[config.mk]
export PLATFORM = sky130hd
export DESIGN_NAME = ppm_port
export DESIGN_NICKNAME = d
export VERILOG_FILES = /design/src/rtl/ppm_pkg.sv /design/src/rtl/ppm_pin_sync.sv /design/src/rtl/ppm_port.sv
export SDC_FILE = /design/constraint.sdc
export NUM_CORES = 1
export LEC_CHECK = 0
export BUFFER_PORTS_ARGS = -buffer_cell sky130_fd_sc_hd__buf_2
export CORE_AREA = 2 2 108 110
export DETAILED_ROUTE_END_ITERATION = 8
export DIE_AREA = 0 0 110 112
export PLACE_DENSITY = 0.69
export REMOVE_ABC_BUFFERS = 1
export SLEW_MARGIN = 20
export SYNTH_ARGS = -nofsm -noshare
export SYNTH_HDL_FRONTEND = slang
export SYNTH_SLANG_ARGS = --single-unit
[constraint.sdc]
create_clock -name core_clk_in -period 2.14 [get_ports core_clk_in]
set_input_delay 0.107 -clock core_clk_in [delete_from_list [all_inputs] [get_ports core_clk_in]]
set_output_delay 0.107 -clock core_clk_in [all_outputs]
set_load 0.02 [all_outputs]
[src/rtl/ppm_pkg.sv]
// Package with constants and types for the port pin override mux
package ppm_pkg;
  localparam int PPM_PINS = 8;
  localparam int PPM_AW = 12;
  localparam logic [PPM_AW-1:0] PPM_OFF_DIR = 12'h000;
  localparam logic [PPM_AW-1:0] PPM_OFF_OUT = 12'h004;
  localparam logic [PPM_AW-1:0] PPM_OFF_IN = 12'h008;
  localparam logic [PPM_AW-1:0] PPM_OFF_CTRL = 12'h00C;
  localparam logic [PPM_AW-1:0] PPM_OFF_SLEEP = 12'h010;
  localparam int PPM_CTRL_PUD_BIT = 0;
  localparam int PPM_SLEEP_EN_BIT = 0;
  localparam logic [PPM_PINS-1:0] PPM_BYTE_ZERO = 8'h00;
  localparam logic [31:0] PPM_WORD_ZERO = 32'h0000_0000;
  localparam logic [2:0] PPM_PU_PATTERN = 3'h2;
  typedef enum logic [1:0] {PPM_SM_IDLE, PPM_SM_SLEEP, PPM_SM_WAKE} ppm_sleep_t;
endpackage

[src/rtl/ppm_pin_sync.sv]
// Per-pin input latch and capture stage feeding the input-value register
`timescale 1ns/10ps
module ppm_pin_sync
  import ppm_pkg::*;
(
  input wire logic core_clk_in,
  input wire logic rst_n_in,
  input wire logic [ppm_pkg::PPM_PINS-1:0] d_in,
  output logic [ppm_pkg::PPM_PINS-1:0] q_out
);
  // Latch stage modelled as first flop; only the second flop reads it
  logic [PPM_PINS-1:0] stage1_reg;
  logic [PPM_PINS-1:0] stage2_reg;

  always_ff @(posedge core_clk_in)
  begin
    if (!rst_n_in)
    begin
      stage1_reg <= PPM_BYTE_ZERO;
      stage2_reg <= PPM_BYTE_ZERO;
    end
    else
    begin
      stage1_reg <= d_in;
      stage2_reg <= stage1_reg;
    end
  end

  assign q_out = stage2_reg;
endmodule

[src/rtl/ppm_port.sv]
// One eight-pin port with peripheral override mux and APB registers
//
// How it works
// RULE1: Sleep states clamp digital input to ground
// RULE2: Enabled external interrupt pins skip the clamp
// RULE3: Disabled edge interrupt high sets flag on wake
// RULE4: Pull-ups forced off while reset asserted
// RULE5: No override: pull-up when pattern 010
// RULE6: Override: pull-up follows override value only
// RULE7: Direction override value controls driver enable
// RULE8: No override: driver follows direction bit
// RULE9: Value override drives override value
// RULE10: No value override drives output bit
// RULE11: Toggle override inverts output bit
// RULE12: Input enable override forces input enable
// RULE13: No override: input enable from sleep state
// RULE14: Alternate input tapped before the synchronizer
// RULE15: Analog path connects straight to pad
// RULE16: Strobes per port, sleep and disable global
// RULE17: Peripherals generate their own override signals
// RULE18: Direction set means output, clear input
// RULE19: Global pull-up disable kills all pull-ups; here pins under pull-up override still follow the override value
// RULE20: Writing one to input register toggles output
// RULE21: Pad value latched then captured in register
// RULE22: Reset clears direction, output and override state; here override inputs are not cleared, pad_oe_out is forced off
//
// The implementer's own choices: the APB interface to the registers and the address map.
`timescale 1ns/10ps
module ppm_port
  import ppm_pkg::*;
(
  input wire logic core_clk_in,
  input wire logic rst_n_in,
  input wire logic psel_in,
  input wire logic penable_in,
  input wire logic pwrite_in,
  input wire logic [ppm_pkg::PPM_AW-1:0] paddr_in,
  input wire logic [31:0] pwdata_in,
  output logic [31:0] prdata_out,
  output logic pready_out,
  output logic pslverr_out,
  input wire logic global_pullup_disable_in,
  input wire logic sleep_clamp_in,
  input wire logic [ppm_pkg::PPM_PINS-1:0] pullup_ovr_en_in,
  input wire logic [ppm_pkg::PPM_PINS-1:0] pullup_ovr_val_in,
  input wire logic [ppm_pkg::PPM_PINS-1:0] dir_ovr_en_in,
  input wire logic [ppm_pkg::PPM_PINS-1:0] dir_ovr_val_in,
  input wire logic [ppm_pkg::PPM_PINS-1:0] outval_ovr_en_in,
  input wire logic [ppm_pkg::PPM_PINS-1:0] outval_ovr_val_in,
  input wire logic [ppm_pkg::PPM_PINS-1:0] out_toggle_ovr_en_in,
  input wire logic [ppm_pkg::PPM_PINS-1:0] din_enable_ovr_en_in,
  input wire logic [ppm_pkg::PPM_PINS-1:0] din_enable_ovr_val_in,
  input wire logic [ppm_pkg::PPM_PINS-1:0] ext_int_enable_in,
  input wire logic [ppm_pkg::PPM_PINS-1:0] ext_int_edge_mode_in,
  output logic [ppm_pkg::PPM_PINS-1:0] ext_int_wake_set_out,
  input wire logic [ppm_pkg::PPM_PINS-1:0] pad_in,
  output logic [ppm_pkg::PPM_PINS-1:0] pad_out,
  output logic [ppm_pkg::PPM_PINS-1:0] pad_oe_out,
  output logic [ppm_pkg::PPM_PINS-1:0] pad_pullup_out,
  output logic [ppm_pkg::PPM_PINS-1:0] alt_digital_in_out,
  input wire logic [ppm_pkg::PPM_PINS-1:0] alt_analog_io_in,
  output logic [ppm_pkg::PPM_PINS-1:0] alt_analog_io_out,
  output logic [ppm_pkg::PPM_PINS-1:0] alt_analog_io_oe_out
);
  // ------------------------------------------------------------
  // Register file
  // ------------------------------------------------------------
  logic [PPM_PINS-1:0] pin_direction_bit_reg;
  logic [PPM_PINS-1:0] pin_output_bit_reg;
  logic [PPM_PINS-1:0] pin_input_value_bit;
  logic sleep_sw_reg;
  logic [PPM_PINS-1:0] drv_en;
  logic [PPM_PINS-1:0] din_en;
  logic [PPM_PINS-1:0] pad_gated;
  logic sleep_active;
  logic wr_strobe;
  logic rd_strobe;
  logic addr_ok;
  ppm_sleep_t sleep_state_reg;
  ppm_sleep_t sleep_state_next;
  logic wake_dly_reg;

  function automatic logic [PPM_PINS-1:0] ppm_mux(input logic [PPM_PINS-1:0] en,
                                                  input logic [PPM_PINS-1:0] ovr,
                                                  input logic [PPM_PINS-1:0] dflt);
    ppm_mux = (en & ovr) | (~en & dflt);
  endfunction

  // Strobes are one per port, shared by all pins
  assign wr_strobe = psel_in && penable_in && pwrite_in; // RULE16
  assign rd_strobe = psel_in && !pwrite_in;
  assign addr_ok = (paddr_in == PPM_OFF_DIR) || (paddr_in == PPM_OFF_OUT) || (paddr_in == PPM_OFF_IN)
                   || (paddr_in == PPM_OFF_CTRL) || (paddr_in == PPM_OFF_SLEEP);
  assign pready_out = 1'b1;
  assign pslverr_out = psel_in && penable_in && !addr_ok;

  always_ff @(posedge core_clk_in)
  begin
    if (!rst_n_in)
    begin
      pin_direction_bit_reg <= PPM_BYTE_ZERO; // RULE22
    end
    else if (wr_strobe && paddr_in == PPM_OFF_DIR)
    begin
      pin_direction_bit_reg <= pwdata_in[PPM_PINS-1:0];
    end
  end

  // Toggles from software and peripherals combine; a toggle on a written bit inverts the written value
  always_ff @(posedge core_clk_in)
  begin
    if (!rst_n_in)
    begin
      pin_output_bit_reg <= PPM_BYTE_ZERO; // RULE22
    end
    else
    begin
      if (wr_strobe && paddr_in == PPM_OFF_OUT)
      begin
        pin_output_bit_reg <= pwdata_in[PPM_PINS-1:0] ^ out_toggle_ovr_en_in; // RULE11
      end
      else if (wr_strobe && paddr_in == PPM_OFF_IN)
      begin
        pin_output_bit_reg <= pin_output_bit_reg ^ pwdata_in[PPM_PINS-1:0] ^ out_toggle_ovr_en_in; // RULE20
      end
      else
      begin
        pin_output_bit_reg <= pin_output_bit_reg ^ out_toggle_ovr_en_in; // RULE11
      end
    end
  end

  always_ff @(posedge core_clk_in)
  begin
    if (!rst_n_in)
    begin
      sleep_sw_reg <= 1'b0;
    end
    else if (wr_strobe && paddr_in == PPM_OFF_SLEEP)
    begin
      sleep_sw_reg <= pwdata_in[PPM_SLEEP_EN_BIT];
    end
  end

  always_ff @(posedge core_clk_in)
  begin
    if (!rst_n_in)
    begin
      prdata_out <= PPM_WORD_ZERO;
    end
    else if (rd_strobe && !penable_in)
    begin
      prdata_out <= PPM_WORD_ZERO;
      unique case (paddr_in)
        PPM_OFF_DIR: prdata_out[PPM_PINS-1:0] <= pin_direction_bit_reg;
        PPM_OFF_OUT: prdata_out[PPM_PINS-1:0] <= pin_output_bit_reg;
        PPM_OFF_IN: prdata_out[PPM_PINS-1:0] <= pin_input_value_bit;
        PPM_OFF_CTRL: prdata_out[PPM_CTRL_PUD_BIT] <= global_pullup_disable_in;
        PPM_OFF_SLEEP: prdata_out[PPM_SLEEP_EN_BIT] <= sleep_active;
        default: prdata_out <= PPM_WORD_ZERO;
      endcase
    end
  end

  // ------------------------------------------------------------
  // Sleep tracking
  // ------------------------------------------------------------
  // Clamp comes from the global sleep controller or the local test bit
  assign sleep_active = sleep_clamp_in || sleep_sw_reg; // RULE1

  always_comb
  begin
    sleep_state_next = sleep_state_reg;
    unique case (sleep_state_reg)
      PPM_SM_IDLE: if (sleep_active) sleep_state_next = PPM_SM_SLEEP;
      PPM_SM_SLEEP: if (!sleep_active) sleep_state_next = PPM_SM_WAKE;
      PPM_SM_WAKE: sleep_state_next = sleep_active ? PPM_SM_SLEEP : PPM_SM_IDLE;
    endcase
  end

  always_ff @(posedge core_clk_in)
  begin
    if (!rst_n_in)
    begin
      sleep_state_reg <= PPM_SM_IDLE;
    end
    else
    begin
      sleep_state_reg <= sleep_state_next;
    end
  end

  // The capture stage lags the clamp release, so the flag check waits a cycle for the freed level
  always_ff @(posedge core_clk_in)
  begin
    if (!rst_n_in)
    begin
      wake_dly_reg <= 1'b0;
    end
    else
    begin
      wake_dly_reg <= (sleep_state_reg == PPM_SM_WAKE);
    end
  end

  // The clamp hid a high level; on release that edge is reported once
  always_ff @(posedge core_clk_in)
  begin
    if (!rst_n_in)
    begin
      ext_int_wake_set_out <= PPM_BYTE_ZERO;
    end
    else
    begin
      ext_int_wake_set_out <= wake_dly_reg ?
                              (pin_input_value_bit & ext_int_edge_mode_in & ~ext_int_enable_in) :
                              PPM_BYTE_ZERO; // RULE3
    end
  end

  // ------------------------------------------------------------
  // Pin mux
  // ------------------------------------------------------------
  // Pin is output when its direction bit is set, unless overridden
  assign drv_en = ppm_mux(dir_ovr_en_in, dir_ovr_val_in, pin_direction_bit_reg); // RULE7 RULE8 RULE18
  assign pad_oe_out = rst_n_in ? drv_en : PPM_BYTE_ZERO; // RULE22
  // Pad level reads low whenever drv_en is clear, so no stale drive level leaks out
  assign pad_out = ppm_mux(outval_ovr_en_in, outval_ovr_val_in, pin_output_bit_reg) & drv_en; // RULE9 RULE10

  always_comb
  begin
    for (int i = 0; i < PPM_PINS; i++)
    begin
      pad_pullup_out[i] = pullup_ovr_en_in[i] ? pullup_ovr_val_in[i] : // RULE6
                          ({pin_direction_bit_reg[i], pin_output_bit_reg[i], global_pullup_disable_in}
                           == PPM_PU_PATTERN); // RULE5 RULE19
      if (!rst_n_in)
      begin
        pad_pullup_out[i] = 1'b0; // RULE4
      end
    end
  end

  // Interrupt pins keep their input alive during sleep
  assign din_en = ppm_mux(din_enable_ovr_en_in, din_enable_ovr_val_in,
                          ~({PPM_PINS{sleep_active}} & ~ext_int_enable_in)); // RULE2 RULE12 RULE13
  assign pad_gated = pad_in & din_en; // RULE1
  // Unsynchronised tap; receivers synchronise it themselves
  assign alt_digital_in_out = pad_gated; // RULE14 RULE17
  // Analog path bypasses the digital buffers in the pad-to-core direction only
  // The pad itself carries the return direction, so the analog input port is left for wiring only
  assign alt_analog_io_out = pad_in; // RULE15
  assign alt_analog_io_oe_out = PPM_BYTE_ZERO;

  ppm_pin_sync u_sync
  (
    .core_clk_in(core_clk_in),
    .rst_n_in(rst_n_in),
    .d_in(pad_gated),
    .q_out(pin_input_value_bit) // RULE21
  );
endmodule

==> summary.txt <==
Post-synth top area share = 28.9%
VDD IR max = 0.421 mV
Die width = 110 um
Final setup violation count = 0
First-pass GRT wire length = 17200 um
# IOs = 245
Initial antenna violation count = 2
CTS sink count = 52
Crit end category = flip-flop
Post-synthesis register bit count = 52
Yosys warning count = 0
Drt first pass iters = 4
Wire per inst = 14.9 um
Die Area = 12300 sq um
Startpoint types = primary input
Post-synth top area cell = dfxtp_1
Hold path cells = 3
Synth top area cells = dfxtp_1 (29%), buf_4 (9.2%), mux2i_1 (8.9%)
CP Data Required Time = 2.29 ns
Sequential-to-total area share from yosys stat = 28.9%
Max-cap violations = 0
Std-Cell Rows = 39
Ys flop type = dfxtp_1
Slew HR = 54.5%
P_sw = 0.719 mW
CTS Buffer Depth = 2
Die height = 112 um
Top routing layer in use = met4
Fin Clk Skew = 0.00444 ns
Largest net degree at the start of global routing = 39
Int Power = 1.79 mW
Share of cells above drive strength 1 = 34.7%
Vias in the first global route = 3665
WL met3 = 851 um
Kind of critical path = in2reg
DR WL met2 = 5560 um
Total wire length = 11300 um
Fmax = 0.621 GHz
Synth cell types = 40
Final antenna-violating net count = 0
Sum Neg Setup Slack = 0 ns
Unrepaired setup endpoints after global routing = false
Detailed placement HPWL = 8550 um
Fin. Hold Viols = 0
Synthesized instance count = 442
Status = completed
Critical path, cell by cell = buf_2 > nor4_4 > nand3_2 > o311ai_0 > nand4_1
WL met1 = 4600 um
CTS clk-pin slew, worst paths = 0.07 ns
Sequential power share = 40.9%
Critical Path Stages = 5
Most instantiated cells after synthesis = nand2_1 (54), dfxtp_1 (52), buf_4 (44)
Synth Area per Inst = 8.14 sq um
CTS tree = yes
Clk Latency, worst-skew pair = 0.29 ns
CTS Buf Count = 5
Via Count = 3768
Switching Share = 28.6%
First-iteration detailed-routing DRC count = 190
Post-synth EDFFs = 0
Count leader, synth = nand2_1
Worst setup path startpoint = paddr_in[9]
Reg-to-reg setup timing slack = 0.66 ns
Post-Layout Inst Area = 4670 sq um
Worst-path maximum fanout = 25
P_leak = 2.11 nW
Min Tclk post-route = 1.61 ns
Clock share of power = 36.9%
Grt ovf = 0
Placeable core area = 11200 sq um
Final worst-path cycle share = 75.2%
Max-slew violations = 0
HP Start = ext_int_edge_mode_in[6]
Gr usage total = 17.6%
Final net count = 765
H-tree Lvls = 2
Worst-Margin Slew = 0.683 ns
Buffers on Ports = 179
Via density = 4.98
GPL Wtd Cong = 0.743
Non-filler instance count after layout = 756
Placement Cell Area = 4410 sq um
Reg-to-Reg Start = pin_output_bit_reg[2]
Comb pwr share = 22.2%
Worst path slowest cell = o311ai_0
Placed cells = 738
Area delta synth->final = 29.7%
Synthesized cell area = 3600 sq um
Async SR Flop Fraction = 0%
DRC errors left = 0
Starting density of the core = 32.2%
Worst Path Arrival = 1.76 ns
Worst reg-to-reg path cell count = 4
Pwr Density = 538 nW/um^2
Critical Path Max Stage Delay = 0.59 ns
Family with the most delay on the worst path = simple AND/OR/NAND/NOR gates
Fillers = 1146
Clk root buf = clkbuf_16
Worst hold path type = in2reg
WP buf/inv = 1
Post-CTS Resized = 0
timing repair:
action	in CTS	in global routing
buffers inserted	0	0
hold endpoints to repair	8	0
hold buffers	8	0
cell families (layout without fill, tap and decap cells):
| kind of cell | count (synthesis) | count (layout) | synth area share [%] |
|---|---|---|---|
| mux | 33 | 33 | 9.53 |
| other cells | 2 | 35 | 0.209 |
| flops | 52 | 52 | 28.9 |
| compound gates | 67 | 67 | 12.8 |
| simple gates | 220 | 220 | 35.7 |
| buf+inv | 68 | 206 | 12.8 |
worst paths after layout:
kind / endpoint
worst min-delay path: ext_int_wake_set_out[6]
worst min register to register: wake_dly_reg
worst max-delay path: pin_output_bit_reg[2]
worst max register to register: pin_output_bit_reg[2]
layout by cell type, fill, tap and decap left out, types with 3 or more instances in the layout:
cell type	instances
clkbuf_16	5
a22o_1	7
dfxtp_1	52
nor2b_1	24
nor4b_1	8
nand4_1	16
or4_1	8
nor3b_1	9
nor3_1	9
or3b_2	8
nand2_1	54
nand3b_1	9
nand3_1	3
nand2b_1	16
mux2i_1	32
o311a_1	8
and2_1	24
conb_1	33
dlygate4sd3_1	8
buf_4	11
a21oi_1	16
nor2_1	21
buf_2	179
o21ai_0	17
o31ai_1	8
o311ai_0	8
layer usage:
metal	GRT usage, %	up-vias
li1	-	1847
met1	21.2	1725
met4	6.08	0
met5	0	-
met3	3.98	24
met2	30.4	172
metrics by stage:
| stage | hold WS (ns) | util, % | setup slack, ns | power [mW] |
|---|---|---|---|---|
| after detailed placement | 0.289 | 39.5 | 0.290 | 1.59 |
| after floorplan | 0.184 | - | 0.209 | 1.31 |
| after global routing | 0.0356 | 41.7 | 0.383 | 2.62 |
| after CTS | 0.0265 | 41.7 | 0.595 | 2.53 |
| after global placement | 0.288 | 39.5 | 0.372 | 1.57 |
| final | 0.0334 | 41.8 | 0.531 | 2.51 |
cell type report:
cell class	count	area [sq um]	area share, %
Multi-Input combinational cell	353	2220	47.5
Timing Repair Buffer	198	1060	22.7
Sequential cell	52	1040	22.3
Tap cell	143	179	3.83
Clock buffer	6	129	2.76
Clock inverter	2	38.8	0.831
Antenna cell	2	5.00	0.107
worst register-to-register path, stage by stage (launching register included):
cell and delay [ns]:
dfxtp_1 0.37, nor3b_1 0.22, o21ai_0 0.17, o311ai_0 0.44
nand4_1 0.14
power by group through the flow:
stage	Combinational [mW]	Sequential, mW	Clock (mW)
after CTS	0.559	1.03	0.945
after detailed placement	0.545	1.05	0
final	0.558	1.03	0.927
after global routing	0.613	1.03	0.979
after global placement	0.527	1.05	0
after floorplan	0.272	1.04	0
(Power assumes the default switching activity.)
